<file path="config.mk">
export PLATFORM = sky130hd
export DESIGN_NAME = fcd_host
export DESIGN_NICKNAME = d
export VERILOG_FILES = /design/src/logic/fcd_pkg.sv /design/src/logic/fcd_cyc_if.sv /design/src/logic/fcd_bus_engine.sv /design/src/logic/fcd_host.sv
export SDC_FILE = /design/constraint.sdc
export NUM_CORES = 1
export LEC_CHECK = 0
export ABC_AREA = 1
export BUFFER_PORTS_ARGS = -buffer_cell sky130_fd_sc_hd__buf_4
export CORE_MARGIN = 10
export CORE_UTILIZATION = 51
export CTS_BUF_LIST = sky130_fd_sc_hd__clkbuf_4 sky130_fd_sc_hd__clkbuf_8
export DETAILED_ROUTE_END_ITERATION = 12
export HOLD_SLACK_MARGIN = 0.06
export PLACE_DENSITY = 0.79
export SLEW_MARGIN = 20
export SYNTH_ARGS = -nofsm -noshare
export SYNTH_HDL_FRONTEND = slang
export SYNTH_HIERARCHICAL = 1
export SYNTH_SLANG_ARGS = --single-unit
</file>
<file path="constraint.sdc">
create_clock -name mclk_i -period 1.9 [get_ports mclk_i]
set_input_delay 0.19 -clock mclk_i [delete_from_list [all_inputs] [get_ports mclk_i]]
set_output_delay 0.19 -clock mclk_i [all_outputs]
set_load 0.03 [all_outputs]
</file>
<file path="src/logic/fcd_pkg.sv">
package fcd_pkg;
    // command codes placed on the low data byte
    localparam logic [7:0] FCD_CMD_READ_ARRAY = 8'hFF;
    localparam logic [7:0] FCD_CMD_READ_ID    = 8'h90;
    localparam logic [7:0] FCD_CMD_READ_QUERY = 8'h98;
    localparam logic [7:0] FCD_CMD_READ_STAT  = 8'h70;
    localparam logic [7:0] FCD_CMD_CLR_STAT   = 8'h50;
    localparam logic [7:0] FCD_CMD_BUF_PROG   = 8'hE8;
    localparam logic [7:0] FCD_CMD_PROG_A     = 8'h40;
    localparam logic [7:0] FCD_CMD_PROG_B     = 8'h10;
    localparam logic [7:0] FCD_CMD_ERASE      = 8'h20;
    localparam logic [7:0] FCD_CMD_CONFIRM    = 8'hD0;
    localparam logic [7:0] FCD_CMD_SUSPEND    = 8'hB0;
    localparam logic [7:0] FCD_CMD_LOCK_SETUP = 8'h60;
    localparam logic [7:0] FCD_CMD_LOCK_SET   = 8'h01;
    // buffer count limits
    localparam logic [7:0] FCD_MAX_CNT_BYTE   = 8'h1F;
    localparam logic [7:0] FCD_MAX_CNT_WORD   = 8'h0F;
    // extended status: buffer available bit
    localparam int         FCD_XSTAT_AVAIL    = 7;
    // bus timing in ns, cycles at 20 MHz
    localparam int         FCD_CLK_NS         = 50;
    localparam int         FCD_T_WE_LOW_NS    = 100;
    localparam int         FCD_T_RD_NS        = 150;
    localparam int         FCD_T_REC_NS       = 50;
    localparam logic [3:0] FCD_WE_CYC  = 4'((FCD_T_WE_LOW_NS + FCD_CLK_NS - 1) / FCD_CLK_NS);
    localparam logic [3:0] FCD_RD_CYC  = 4'((FCD_T_RD_NS + FCD_CLK_NS - 1) / FCD_CLK_NS);
    localparam logic [3:0] FCD_REC_CYC = 4'((FCD_T_REC_NS + FCD_CLK_NS - 1) / FCD_CLK_NS);
    // user operations
    typedef enum logic [3:0] {
        FCD_OP_READ_ARRAY, FCD_OP_READ_ID, FCD_OP_READ_QUERY, FCD_OP_READ_STAT,
        FCD_OP_CLR_STAT, FCD_OP_PROG, FCD_OP_ERASE, FCD_OP_SUSPEND, FCD_OP_RESUME,
        FCD_OP_LOCK_SET, FCD_OP_LOCK_CLR, FCD_OP_BUF_PROG, FCD_OP_READ
    } fcd_op_t;
endpackage
</file>
<file path="src/logic/fcd_cyc_if.sv">
`timescale 1ns/10ps
// bus cycle request, sequencer to pin engine
interface fcd_cyc_if;
    import fcd_pkg::*;
    logic        req;      // start a cycle
    logic        wr;       // 1 write, 0 read
    logic [23:0] addr;     // cycle address
    logic [15:0] wdata;    // write data
    logic        done;     // cycle finished pulse
    logic [15:0] rdata;    // captured read data
    modport seq (output req, wr, addr, wdata, input done, rdata);
    modport eng (input req, wr, addr, wdata, output done, rdata);
endinterface

</file>
<file path="src/logic/fcd_bus_engine.sv">
`timescale 1ns/10ps
// drives one asynchronous write or read cycle on the flash pins
module fcd_bus_engine
    import fcd_pkg::*;
(
    input  wire logic  mclk_i,     // system clock
    input  wire logic  rst_b_i,    // async reset, low
    fcd_cyc_if.eng     cyc,        // cycle request
    output logic       ce_b_o,     // chip enable, low
    output logic       we_b_o,     // write strobe, low
    output logic       oe_b_o,     // output enable, low
    output logic [23:0] addr_o,    // address pins
    output logic [15:0] dq_o,      // data out
    output logic       dq_oe_o,    // data drive enable
    input  wire logic [15:0] dq_i  // data in, unsynchronised
);
    typedef enum logic [1:0] {FCD_E_IDLE, FCD_E_STROBE, FCD_E_REC} fcd_eng_st_t;
    fcd_eng_st_t  st_r, st_nxt;       // engine state
    logic [3:0]   cnt_r, cnt_nxt;     // phase counter
    logic         wr_r, wr_nxt;       // cycle direction
    logic [23:0]  adr_r, adr_nxt;     // held address
    logic [15:0]  wd_r, wd_nxt;       // held write data
    logic [15:0]  rd_r, rd_nxt;       // captured read data
    logic [15:0]  dq_s1_r, dq_s2_r;   // input synchroniser

    // data pins are asynchronous: two stages
    always_ff @(posedge mclk_i or negedge rst_b_i) begin
        if (!rst_b_i) begin
            dq_s1_r <= 16'h0000;
            dq_s2_r <= 16'h0000;
        end else begin
            dq_s1_r <= dq_i;
            dq_s2_r <= dq_s1_r;
        end
    end

    // next state: strobe, release, recovery
    always_comb begin
        st_nxt  = st_r;
        cnt_nxt = cnt_r;
        wr_nxt  = wr_r;
        adr_nxt = adr_r;
        wd_nxt  = wd_r;
        rd_nxt  = rd_r;
        case (st_r)
            FCD_E_IDLE: begin
                if (cyc.req) begin
                    st_nxt  = FCD_E_STROBE;
                    wr_nxt  = cyc.wr;
                    adr_nxt = cyc.addr;
                    wd_nxt  = cyc.wdata;
                    cnt_nxt = cyc.wr ? FCD_WE_CYC : FCD_RD_CYC + 4'h2;
                end
            end
            FCD_E_STROBE: begin
                // device latches on strobe rise
                if (cnt_r == 4'h1) begin
                    st_nxt  = FCD_E_REC;
                    cnt_nxt = FCD_REC_CYC;
                    if (!wr_r) rd_nxt = dq_s2_r;
                end else begin
                    cnt_nxt = cnt_r - 4'h1;
                end
            end
            FCD_E_REC: begin
                if (cnt_r == 4'h1) st_nxt = FCD_E_IDLE;
                else cnt_nxt = cnt_r - 4'h1;
            end
            default: st_nxt = FCD_E_IDLE;
        endcase
    end

    // registers only
    always_ff @(posedge mclk_i or negedge rst_b_i) begin
        if (!rst_b_i) begin
            st_r  <= FCD_E_IDLE;
            cnt_r <= 4'h0;
            wr_r  <= 1'b0;
            adr_r <= 24'h00_0000;
            wd_r  <= 16'h0000;
            rd_r  <= 16'h0000;
        end else begin
            st_r  <= st_nxt;
            cnt_r <= cnt_nxt;
            wr_r  <= wr_nxt;
            adr_r <= adr_nxt;
            wd_r  <= wd_nxt;
            rd_r  <= rd_nxt;
        end
    end

    // pins; data held through recovery past the edge
    assign ce_b_o    = !(st_r == FCD_E_STROBE);
    assign we_b_o    = !(st_r == FCD_E_STROBE && wr_r);
    assign oe_b_o    = !(st_r == FCD_E_STROBE && !wr_r);
    assign addr_o    = adr_r;
    assign dq_o      = wd_r;
    assign dq_oe_o   = wr_r && (st_r != FCD_E_IDLE);
    assign cyc.done  = (st_r == FCD_E_REC) && (cnt_r == 4'h1);
    assign cyc.rdata = rd_r;
endmodule

</file>
<file path="src/logic/fcd_host.sv">
`timescale 1ns/10ps
module fcd_host
    import fcd_pkg::*;
#(
    parameter int AW = 24,               // address width
    parameter int BUF_WORDS = 16         // buffer capacity in words (x16)
) (
    input  wire logic        mclk_i,      // system clock, 20 MHz
    input  wire logic        rst_b_i,     // async reset, low
    input  wire logic        op_valid_i,  // user operation request
    input  wire fcd_op_t     op_i,        // operation code
    input  wire logic [AW-1:0] op_addr_i, // target or block address
    input  wire logic [15:0] op_data_i,   // program data or count
    input  wire logic        byte_mode_i, // 1: x8 bus, 0: x16 bus
    output logic             op_ready_o,  // ready for a new operation
    output logic             dat_req_o,   // buffer data word wanted
    input  wire logic        dat_valid_i, // buffer data word present
    input  wire logic [AW-1:0] dat_addr_i, // buffer word address
    input  wire logic [15:0] dat_i,       // buffer word data
    output logic             done_o,      // operation finished pulse
    output logic             abort_o,     // buffer abort pulse, never raised
    output logic [15:0]      rdata_o,     // last read data
    output logic             ce_b_o,      // flash chip enable, low
    output logic             we_b_o,      // flash write strobe, low
    output logic             oe_b_o,      // flash output enable, low
    output logic [AW-1:0]    faddr_o,     // flash address
    output logic [15:0]      fdq_o,       // flash data out
    output logic             fdq_oe_o,    // flash data drive enable
    input  wire logic [15:0] fdq_i        // flash data in
);
    typedef enum logic [2:0] {
        FCD_S_IDLE, FCD_S_CMD, FCD_S_ARG, FCD_S_POLL, FCD_S_CNT, FCD_S_DATA, FCD_S_CONF
    } fcd_st_t;

    fcd_cyc_if cyc ();
    fcd_st_t     st_r, st_nxt;        // sequencer state
    fcd_op_t     op_r, op_nxt;        // operation in progress
    logic [AW-1:0] adr_r, adr_nxt;    // target address
    logic [15:0] arg_r, arg_nxt;      // second-cycle data or count
    logic [7:0]  left_r, left_nxt;    // buffer words remaining
    logic        req_r, req_nxt;      // cycle request pending
    logic        done_r, done_nxt;    // done pulse
    logic        abrt_r, abrt_nxt;    // abort pulse
    logic        bsy_r, bsy_nxt;      // data cycle in flight
    logic [15:0] rd_r, rd_nxt;        // read data register
    logic [23:0] eng_addr;            // zero-extended address
    logic [7:0]  cmax;                // count ceiling for bus width

    // command on low lane, upper zero
    function automatic logic [15:0] cmd_word(input logic [7:0] c);
        return {8'h00, c};
    endfunction

    // first command byte; defined codes only
    function automatic logic [7:0] first_cmd(input fcd_op_t o);
        case (o)
            FCD_OP_READ_ARRAY: return FCD_CMD_READ_ARRAY;
            FCD_OP_READ_ID:    return FCD_CMD_READ_ID;
            FCD_OP_READ_QUERY: return FCD_CMD_READ_QUERY;
            FCD_OP_READ_STAT:  return FCD_CMD_READ_STAT;
            FCD_OP_CLR_STAT:   return FCD_CMD_CLR_STAT;
            FCD_OP_PROG:       return FCD_CMD_PROG_A;
            FCD_OP_ERASE:      return FCD_CMD_ERASE;
            FCD_OP_SUSPEND:    return FCD_CMD_SUSPEND;
            FCD_OP_RESUME:     return FCD_CMD_CONFIRM;
            FCD_OP_LOCK_SET:   return FCD_CMD_LOCK_SETUP;
            FCD_OP_LOCK_CLR:   return FCD_CMD_LOCK_SETUP;
            FCD_OP_BUF_PROG:   return FCD_CMD_BUF_PROG;
            default:           return FCD_CMD_READ_ARRAY;
        endcase
    endfunction

    assign eng_addr = 24'(adr_r);
    assign cmax     = byte_mode_i ? FCD_MAX_CNT_BYTE : FCD_MAX_CNT_WORD;

    // sequencer next state
    always_comb begin
        st_nxt    = st_r;
        op_nxt    = op_r;
        adr_nxt   = adr_r;
        arg_nxt   = arg_r;
        left_nxt  = left_r;
        req_nxt   = 1'b0;
        done_nxt  = 1'b0;
        abrt_nxt  = 1'b0;
        bsy_nxt   = bsy_r;
        rd_nxt    = rd_r;
        cyc.wr    = 1'b1;
        cyc.wdata = cmd_word(first_cmd(op_r));
        case (st_r)
            FCD_S_IDLE: begin
                if (op_valid_i) begin
                    op_nxt  = op_i;
                    adr_nxt = op_addr_i;
                    arg_nxt = op_data_i;
                    req_nxt = 1'b1;
                    // plain read: no command, mode kept
                    st_nxt  = (op_i == FCD_OP_READ) ? FCD_S_ARG : FCD_S_CMD;
                end
            end
            FCD_S_CMD: begin
                if (cyc.done) begin
                    case (op_r)
                        FCD_OP_PROG, FCD_OP_ERASE, FCD_OP_LOCK_SET, FCD_OP_LOCK_CLR: begin
                            st_nxt  = FCD_S_ARG;
                            req_nxt = 1'b1;
                        end
                        FCD_OP_BUF_PROG: begin
                            st_nxt  = FCD_S_POLL;  // check buffer available
                            req_nxt = 1'b1;
                        end
                        default: begin
                            st_nxt   = FCD_S_IDLE;
                            done_nxt = 1'b1;
                        end
                    endcase
                end
            end
            FCD_S_ARG: begin
                cyc.wr = (op_r != FCD_OP_READ);
                case (op_r)
                    FCD_OP_PROG:     cyc.wdata = arg_r;
                    FCD_OP_ERASE:    cyc.wdata = cmd_word(FCD_CMD_CONFIRM);
                    FCD_OP_LOCK_SET: cyc.wdata = cmd_word(FCD_CMD_LOCK_SET);
                    default:         cyc.wdata = cmd_word(FCD_CMD_CONFIRM);
                endcase
                if (cyc.done) begin
                    if (op_r == FCD_OP_READ) rd_nxt = cyc.rdata;
                    st_nxt   = FCD_S_IDLE;
                    done_nxt = 1'b1;
                end
            end
            FCD_S_POLL: begin
                cyc.wr = 1'b0;
                if (cyc.done) begin
                    rd_nxt  = cyc.rdata;
                    req_nxt = 1'b1;
                    if (cyc.rdata[FCD_XSTAT_AVAIL]) st_nxt = FCD_S_CNT;
                    else                             st_nxt = FCD_S_CMD;  // reissue E8H
                end
            end
            FCD_S_CNT: begin
                // count clipped to the bus-width ceiling
                cyc.wdata = (arg_r[7:0] > cmax) ? {8'h00, cmax} : {8'h00, arg_r[7:0]};
                if (cyc.done) begin
                    left_nxt = cyc.wdata[7:0] + 8'h01;   // count plus one words
                    st_nxt   = FCD_S_DATA;
                end
            end
            FCD_S_DATA: begin
                cyc.wdata = arg_r;
                if (cyc.done) begin
                    left_nxt = left_r - 8'h01;
                    bsy_nxt  = 1'b0;
                    if (left_r == 8'h01) begin
                        st_nxt  = FCD_S_CONF;  // exactly count plus one, then confirm
                        req_nxt = 1'b1;
                    end
                end else if (!bsy_r && dat_valid_i) begin
                    adr_nxt = dat_addr_i;
                    arg_nxt = dat_i;
                    req_nxt = 1'b1;
                    bsy_nxt = 1'b1;
                end
            end
            FCD_S_CONF: begin
                cyc.wdata = cmd_word(FCD_CMD_CONFIRM);  // transfer starts only now
                if (cyc.done) begin
                    st_nxt   = FCD_S_IDLE;
                    done_nxt = 1'b1;
                end
            end
            default: st_nxt = FCD_S_IDLE;
        endcase
    end

    // sequencer registers
    always_ff @(posedge mclk_i or negedge rst_b_i) begin
        if (!rst_b_i) begin
            st_r   <= FCD_S_IDLE;
            op_r   <= FCD_OP_READ_ARRAY;
            adr_r  <= '0;
            arg_r  <= 16'h0000;
            left_r <= 8'h00;
            req_r  <= 1'b0;
            done_r <= 1'b0;
            abrt_r <= 1'b0;
            bsy_r  <= 1'b0;
            rd_r   <= 16'h0000;
        end else begin
            st_r   <= st_nxt;
            op_r   <= op_nxt;
            adr_r  <= adr_nxt;
            arg_r  <= arg_nxt;
            left_r <= left_nxt;
            req_r  <= req_nxt;
            done_r <= done_nxt;
            abrt_r <= abrt_nxt;
            bsy_r  <= bsy_nxt;
            rd_r   <= rd_nxt;
        end
    end

    assign cyc.req  = req_r;
    assign cyc.addr = eng_addr;

    fcd_bus_engine u_eng (
        .mclk_i  (mclk_i),
        .rst_b_i (rst_b_i),
        .cyc     (cyc),
        .ce_b_o  (ce_b_o),
        .we_b_o  (we_b_o),
        .oe_b_o  (oe_b_o),
        .addr_o  (faddr_o),
        .dq_o    (fdq_o),
        .dq_oe_o (fdq_oe_o),
        .dq_i    (fdq_i)
    );

    assign op_ready_o = (st_r == FCD_S_IDLE);
    assign dat_req_o  = (st_r == FCD_S_DATA) && !bsy_r;
    assign done_o     = done_r;
    assign abort_o    = abrt_r;
    assign rdata_o    = rd_r;
endmodule

</file>
# Word level (Yosys, flattened, before mapping)
# Memories as Yosys holds them, arrays and structs flattened.
# Cells that the tools add are included.
# word_totals
output_inout_bits	64
mem_bits_ro	128
input_bits	105
register_bits	169
memories	1
wordCells	141
# mem_list
memory	words	width	rd	rd_ports_with_merged_regs	wr	line_no	source
(name not given)	16	8	1	0	0	fcd_host.sv:56	case (o)
# op_classes
eq_ne	33
muxes	53
order_cmp	1
n_addsub	3
reduce_logical	32
n_bitwise	1
# ops
operator	n
$mux W16	6
$pmux W16 S2	3
$mux W24	3
$pmux W16 S4	1
$pmux W24 S2	1
$mux W3	9
$mux W8	3
$ne A2 B2 Y1 const B	12
$eq A4 B4 Y1 const B	5
$pmux W3 S6	1
$pmux W8 S2	1
$mux W4	3
$pmux W4 S3	1
$reduce_and A3 Y1	4
$mux W1	11
$reduce_bool A2 Y1	5
$eq A3 B3 Y1 const B	3
$add A8 B1 Y8 const B	1
$eq A4 B3 Y1 const B	2
$eq A8 B1 Y1 const B	1
$gt A8 B5 Y1	1
$mux W2	4
$reduce_and A4 Y1	2
$sub A8 B1 Y8 const B	1
other kinds (24)	39

# Depth between registers and ports, before layout
# logic_depth
depth_word	6
depth_mapped	13
ltp_nobuf	13

# By module
# The synthesis kept the hierarchy.
# modules_own_cells
mod	cells_per_inst	seq_area_each_um2	area_each_um2	n_inst
fcd_host	560	1851.8	4131.5	1
fcd_bus_engine	261	2377.3	3508.4	1

# Worst setup path after synthesis
# No wires, ideal clock.
# synth_timing
path_type	register -> register
start	reg, netlist name st_r[0]
end	reg adr_r[0]
arrival_ns	1.845
path_stages_with_launch	7
slack_ns	-0.075
path_buffers	2
setup_ns	0.130
period_less_slack_ns	1.975
required_time_ns	1.770
path_cell_list	dfrtp_1 buf_4 nor3_2 nand2_1 nand2_4 buf_2 a31oi_1
# synth_lines
item	line_no	source
to (signal assigned)	fcd_host.sv:193	adr_r <= adr_nxt;
to (decl)	fcd_host.sv:38	logic [AW-1:0] adr_r, adr_nxt;

# Worst setup path after layout
# layout_timing
start	reg u_eng.st_r[0]
end	reg arg_r[14]
# layout_via
elab_chain_cells	4
# layout_rtl
item	line_no	source
from (decl)	fcd_bus_engine.sv:18	fcd_eng_st_t st_r, st_nxt;
from (signal assigned)	fcd_bus_engine.sv:83	st_r <= st_nxt;
$eq A2 B2 Y1	fcd_bus_engine.sv:99	assign cyc.done = (st_r == FCD_E_REC) && (cnt_r == 4'h1);
$logic_and A1 B1 Y1	fcd_bus_engine.sv:99	
named net cyc.done	fcd_cyc_if.sv:9	logic done;
$ne A2 B2 Y1 (no line)	-	
$reduce_and A4 Y1 (no line)	-	
to (signal assigned)	fcd_host.sv:194	arg_r <= arg_nxt;
to (decl)	fcd_host.sv:39	logic [15:0] arg_r, arg_nxt;
# The timed path passes the listed nets, and every way through them passes these cells.
# A chain may end at the register's enable or synchronous reset.

==> load_flow_metrics.sql <==
INSERT INTO impl_metrics (metric_group, metric, value, unit) VALUES
('floorplanning', 'ioPinCount', '169', ''),
('yosys', 'post_synth.cell_area_avg', '9.31', 'µm²'),
('yosys', 'synth.area.mux_share', '0.0619', ''),
('floorplanning', 'floorplan.initialDensity', '0.524', ''),
('clock_network', 'clkTransAtPathRegs', '0.09', 'ns'),
('worst_setup_path', 'cp.arrival', '2.24', 'ns'),
('finish', 'final_core_utilization', '0.762', ''),
('sta', 'max_slew.worst_pin.slew', '0.723', 'ns'),
('yosys', 'synth_edf_count', '0', ''),
('yosys', 'synth.most_common_cell', 'nand2_1', ''),
('sta', 'slew_headroom', '0.514', ''),
('floorplanning', 'die_height', '142', 'µm'),
('worst_setup_path', 'worst_path_max_delay_cell', 'dfrtp_1', ''),
('floorplanning', 'die_w', '142', 'µm'),
('drt', 'post-route-drc-count', '0', ''),
('global_routing', 'grt_pass1_wl', '35500', 'µm'),
('sta', 'number_of_hold_slack_violations_in_the_final_timing_report', '0', ''),
('worst_setup_path', 'delay_of_the_slowest_cell_on_the_worst_path', '0.41', 'ns'),
('finish', 'areaGrowthSynthToFinish', '45.5', '%'),
('job', 'drv_cap', '0', ''),
('yosys', 'synthFlopType', 'dfrtp_1', ''),
('worst_setup_path', 'cp_common_cell', 'inv_2', ''),
('yosys', 'yosys.area.top_type', 'dfrtp_1', ''),
('floorplanning', 'num_rows', '44', ''),
('clock_network', 'cts-htree-levels', '4', ''),
('placed_design', 'place_hpwl', '13500', 'µm'),
('yosys', 'synth_adder_area_share', '0.0229', ''),
('yosys', 'synthesized_area_fraction_occupied_by_and_or_nand_nor_cells', '0.195', ''),
('yosys', 'dominant_combinational_cell_family_by_area_after_synthesis', 'simple AND/OR/NAND/NOR gates', ''),
('floorplanning', 'fp.dieArea', '0.0203', 'mm²'),
('drt', 'detail-route-antenna-nets', '0', ''),
('sta', 'max_freq', '532', 'MHz'),
('placed_design', 'io_buffers', '167', ''),
('sta', 'finClkSkew', '0.0127', 'ns'),
('power_and_ir_drop', 'power_density', '1440', 'mW/mm²'),
('worst_setup_path', 'timing_worst_setup_path_type', 'register to register', ''),
('drt', 'drt-vias-per-instance', '5.37', ''),
('yosys', 'yosys_reg_bits', '169', ''),
('global_routing', 'grt_max_degree', '49', ''),
('power_and_ir_drop', 'leakage_component_of_the_power', '0.00549', 'µW'),
('clock_network', 'clk-insertion-delay-late', '0.47', 'ns'),
('sta', 'min_period', '1.88', 'ns'),
('clock_network', 'numCtsBuffers', '17', ''),
('sta', 'report.final.slew_viol_count', '0', ''),
('drt', 'drt_first_pass_iters', '7', ''),
('placed_design', 'last_weighted_congestion_value_of_the_routability_driven_placer', '0.898', ''),
('global_routing', 'vias_in_the_first_global_route', '7181', ''),
('yosys', 'synth-compound-area-share', '0.0922', ''),
('yosys', 'async_flop_share', '1.00', ''),
('worst_setup_path', 'crit_required', '2.26', 'ns'),
('yosys', 'synth.yosys.warnings', '6', ''),
('finish', 'drive_gt1_frac', '0.290', ''),
('global_routing', 'grt.overflow.total', '0', ''),
('yosys', 'yosysTopAreaCellShare', '0.554', ''),
('finish', 'layout.nets', '1240', ''),
('min_path', 'class_of_the_tightest_hold_or_removal_check', 'primary input to asynchronous set/reset pin', ''),
('clock_network', 'max-clock-path-buffers', '2', ''),
('global_routing', 'grt_use_total', '0.218', ''),
('worst_setup_path', 'critical_path.startpoint_type', 'register', ''),
('drt', 'route.final.wire_length', '24200', 'µm'),
('yosys', 'post_synth_inst_count', '821', ''),
('clock_network', 'cts.sink_count', '169', ''),
('placed_design', 'placed_cell_area', '0.00919', 'mm²'),
('worst_setup_path', 'critical_path.max_fanout', '7', ''),
('worst_setup_path', 'worstSetupEndpointType', 'register', ''),
('clock_network', 'cts_tree', 'built', ''),
('worst_setup_path', 'reg2reg_depth', '11', ''),
('status', 'status', 'finished clean', ''),
('yosys', 'synth_top_cells_by_count', '218 x nand2_1, 169 x dfrtp_1, 80 x nor2_1', ''),
('sta', 'final_min_period_over_clock_period', '0.989', ''),
('yosys', 'synth_fp_nets', '940', '');
repair_timing:
item | in CTS | in global routing
setup buffers | 4 | 9
hold buffers | 101 | 0
endpoints found under the hold margin | 229 | 0
gates resized for setup | 5 | 38
pin swaps | 3 | 5
cloned | 1 | 6
setup endpoints to repair | 11 | 77
final timing paths:
check                      slack (ns)                               to                  startpoint
hold / removal                   0.21  u_eng/cyc.rdata[11]$_DFFE_PN0P_                     rst_b_i
setup / recovery                 0.02            arg_r[14]$_DFFE_PN0P_   u_eng/st_r[0]$_DFFE_PN0P_
min in group mclk_i              0.22            left_r[5]$_DFFE_PN0P_                 byte_mode_i
max in group asynchronous        1.05      u_eng/dq_s1_r[15]$_DFF_PN0_                     rst_b_i
setup reg to reg                 0.02            arg_r[14]$_DFFE_PN0P_   u_eng/st_r[0]$_DFFE_PN0P_
hold reg to reg                  0.35       u_eng/dq_s2_r[2]$_DFF_PN0_  u_eng/dq_s1_r[2]$_DFF_PN0_
per-stage QoR:
stage | setup TNS [ns] | setup slack [ns] | std cells | total power [µW] | hold WS [ns]
after floorplan | 0 | 0.0812 | 821 | 9720 | -0.106
after global routing | -0.293 | -0.0603 | 1323 | 16900 | 0.206
after global placement | 0 | 0.0641 | 1165 | 11500 | 0.0940
after detailed placement | -0.000819 | -0.000819 | 1165 | 11700 | 0.0915
final | 0 | 0.0213 | 1326 | 16000 | 0.212
after CTS | -0.0392 | -0.0358 | 1303 | 15100 | 0.154
sequential cells by signal, summed over array words and instances, names as in the netlist:
| register | count |
|---|---|
| adr_r | 24 |
| u_eng/addr_o | 24 |
| arg_r | 16 |
| rdata_o | 16 |
| u_eng/cyc.rdata | 16 |
| u_eng/dq_o | 16 |
| u_eng/dq_s1_r | 16 |
| u_eng/dq_s2_r | 16 |
| left_r | 8 |
| op_r | 4 |
| u_eng/cnt_r | 4 |
| st_r | 3 |
| u_eng/st_r | 2 |
| bsy_r | 1 |
| cyc.req | 1 |
| done_o | 1 |
| u_eng/wr_r | 1 |
area by class of cell:
| cell class | instances | area, µm² |
|---|---|---|
| flip-flops and latches | 169 | 4230 |
| fillers | 883 | 3470 |
| multi-input cells | 538 | 3020 |
| repair buffers | 311 | 2800 |
| inverters | 84 | 328 |
| clock buffers | 20 | 263 |
| well taps | 184 | 230 |
| clock inverters | 12 | 220 |
| diodes | 8 | 20.0 |
critical path: cells and delay by family (launching register included):
| kind | cells | cell delay, ns |
|---|---|---|
| simple gates | 4 | 0.42 |
| flops | 1 | 0.41 |
| buf+inv | 4 | 0.41 |
| compound gates | 2 | 0.40 |
| fa+ha+maj | 1 | 0.15 |
report_power, final:
group          leakage [µW]  switching (µW)  internal, µW
Combinational       0.00322            4300          3140
Clock              0.000244            1310          1760
Sequential          0.00202             780          4730
logic make-up after synthesis:
family / count (synthesis)
flops: 169
compound gates: 123
mux: 40
xor+xnor: 4
other cells: 1
simple gates: 355
buf+inv: 115
fa+ha+maj: 14
metal layers:
| metal | wire, µm | global-route usage | up-vias |
|---|---|---|---|
| li1 | - | - | 3272 |
| met5 | 0 | 0 | - |
| met3 | 1540 | 0.0437 | 105 |
| met2 | 12300 | 0.372 | 375 |
| met1 | 8900 | 0.241 | 3367 |
| met4 | 1490 | 0.144 | 0 |
cell usage in the layout, fill, tap and decap left out, drive strengths merged, types with 14 or more instances in the layout:
cell,n
dlygate4sd3,101
mux2,40
buf,205
dfrtp,169
inv,85
clkbuf,25
a21oi,14
ha,14
nand3,36
a31oi,41
o21ai,56
nand2,225
nor2,83
No activity file was read; power rests on OpenSTA's default activity.
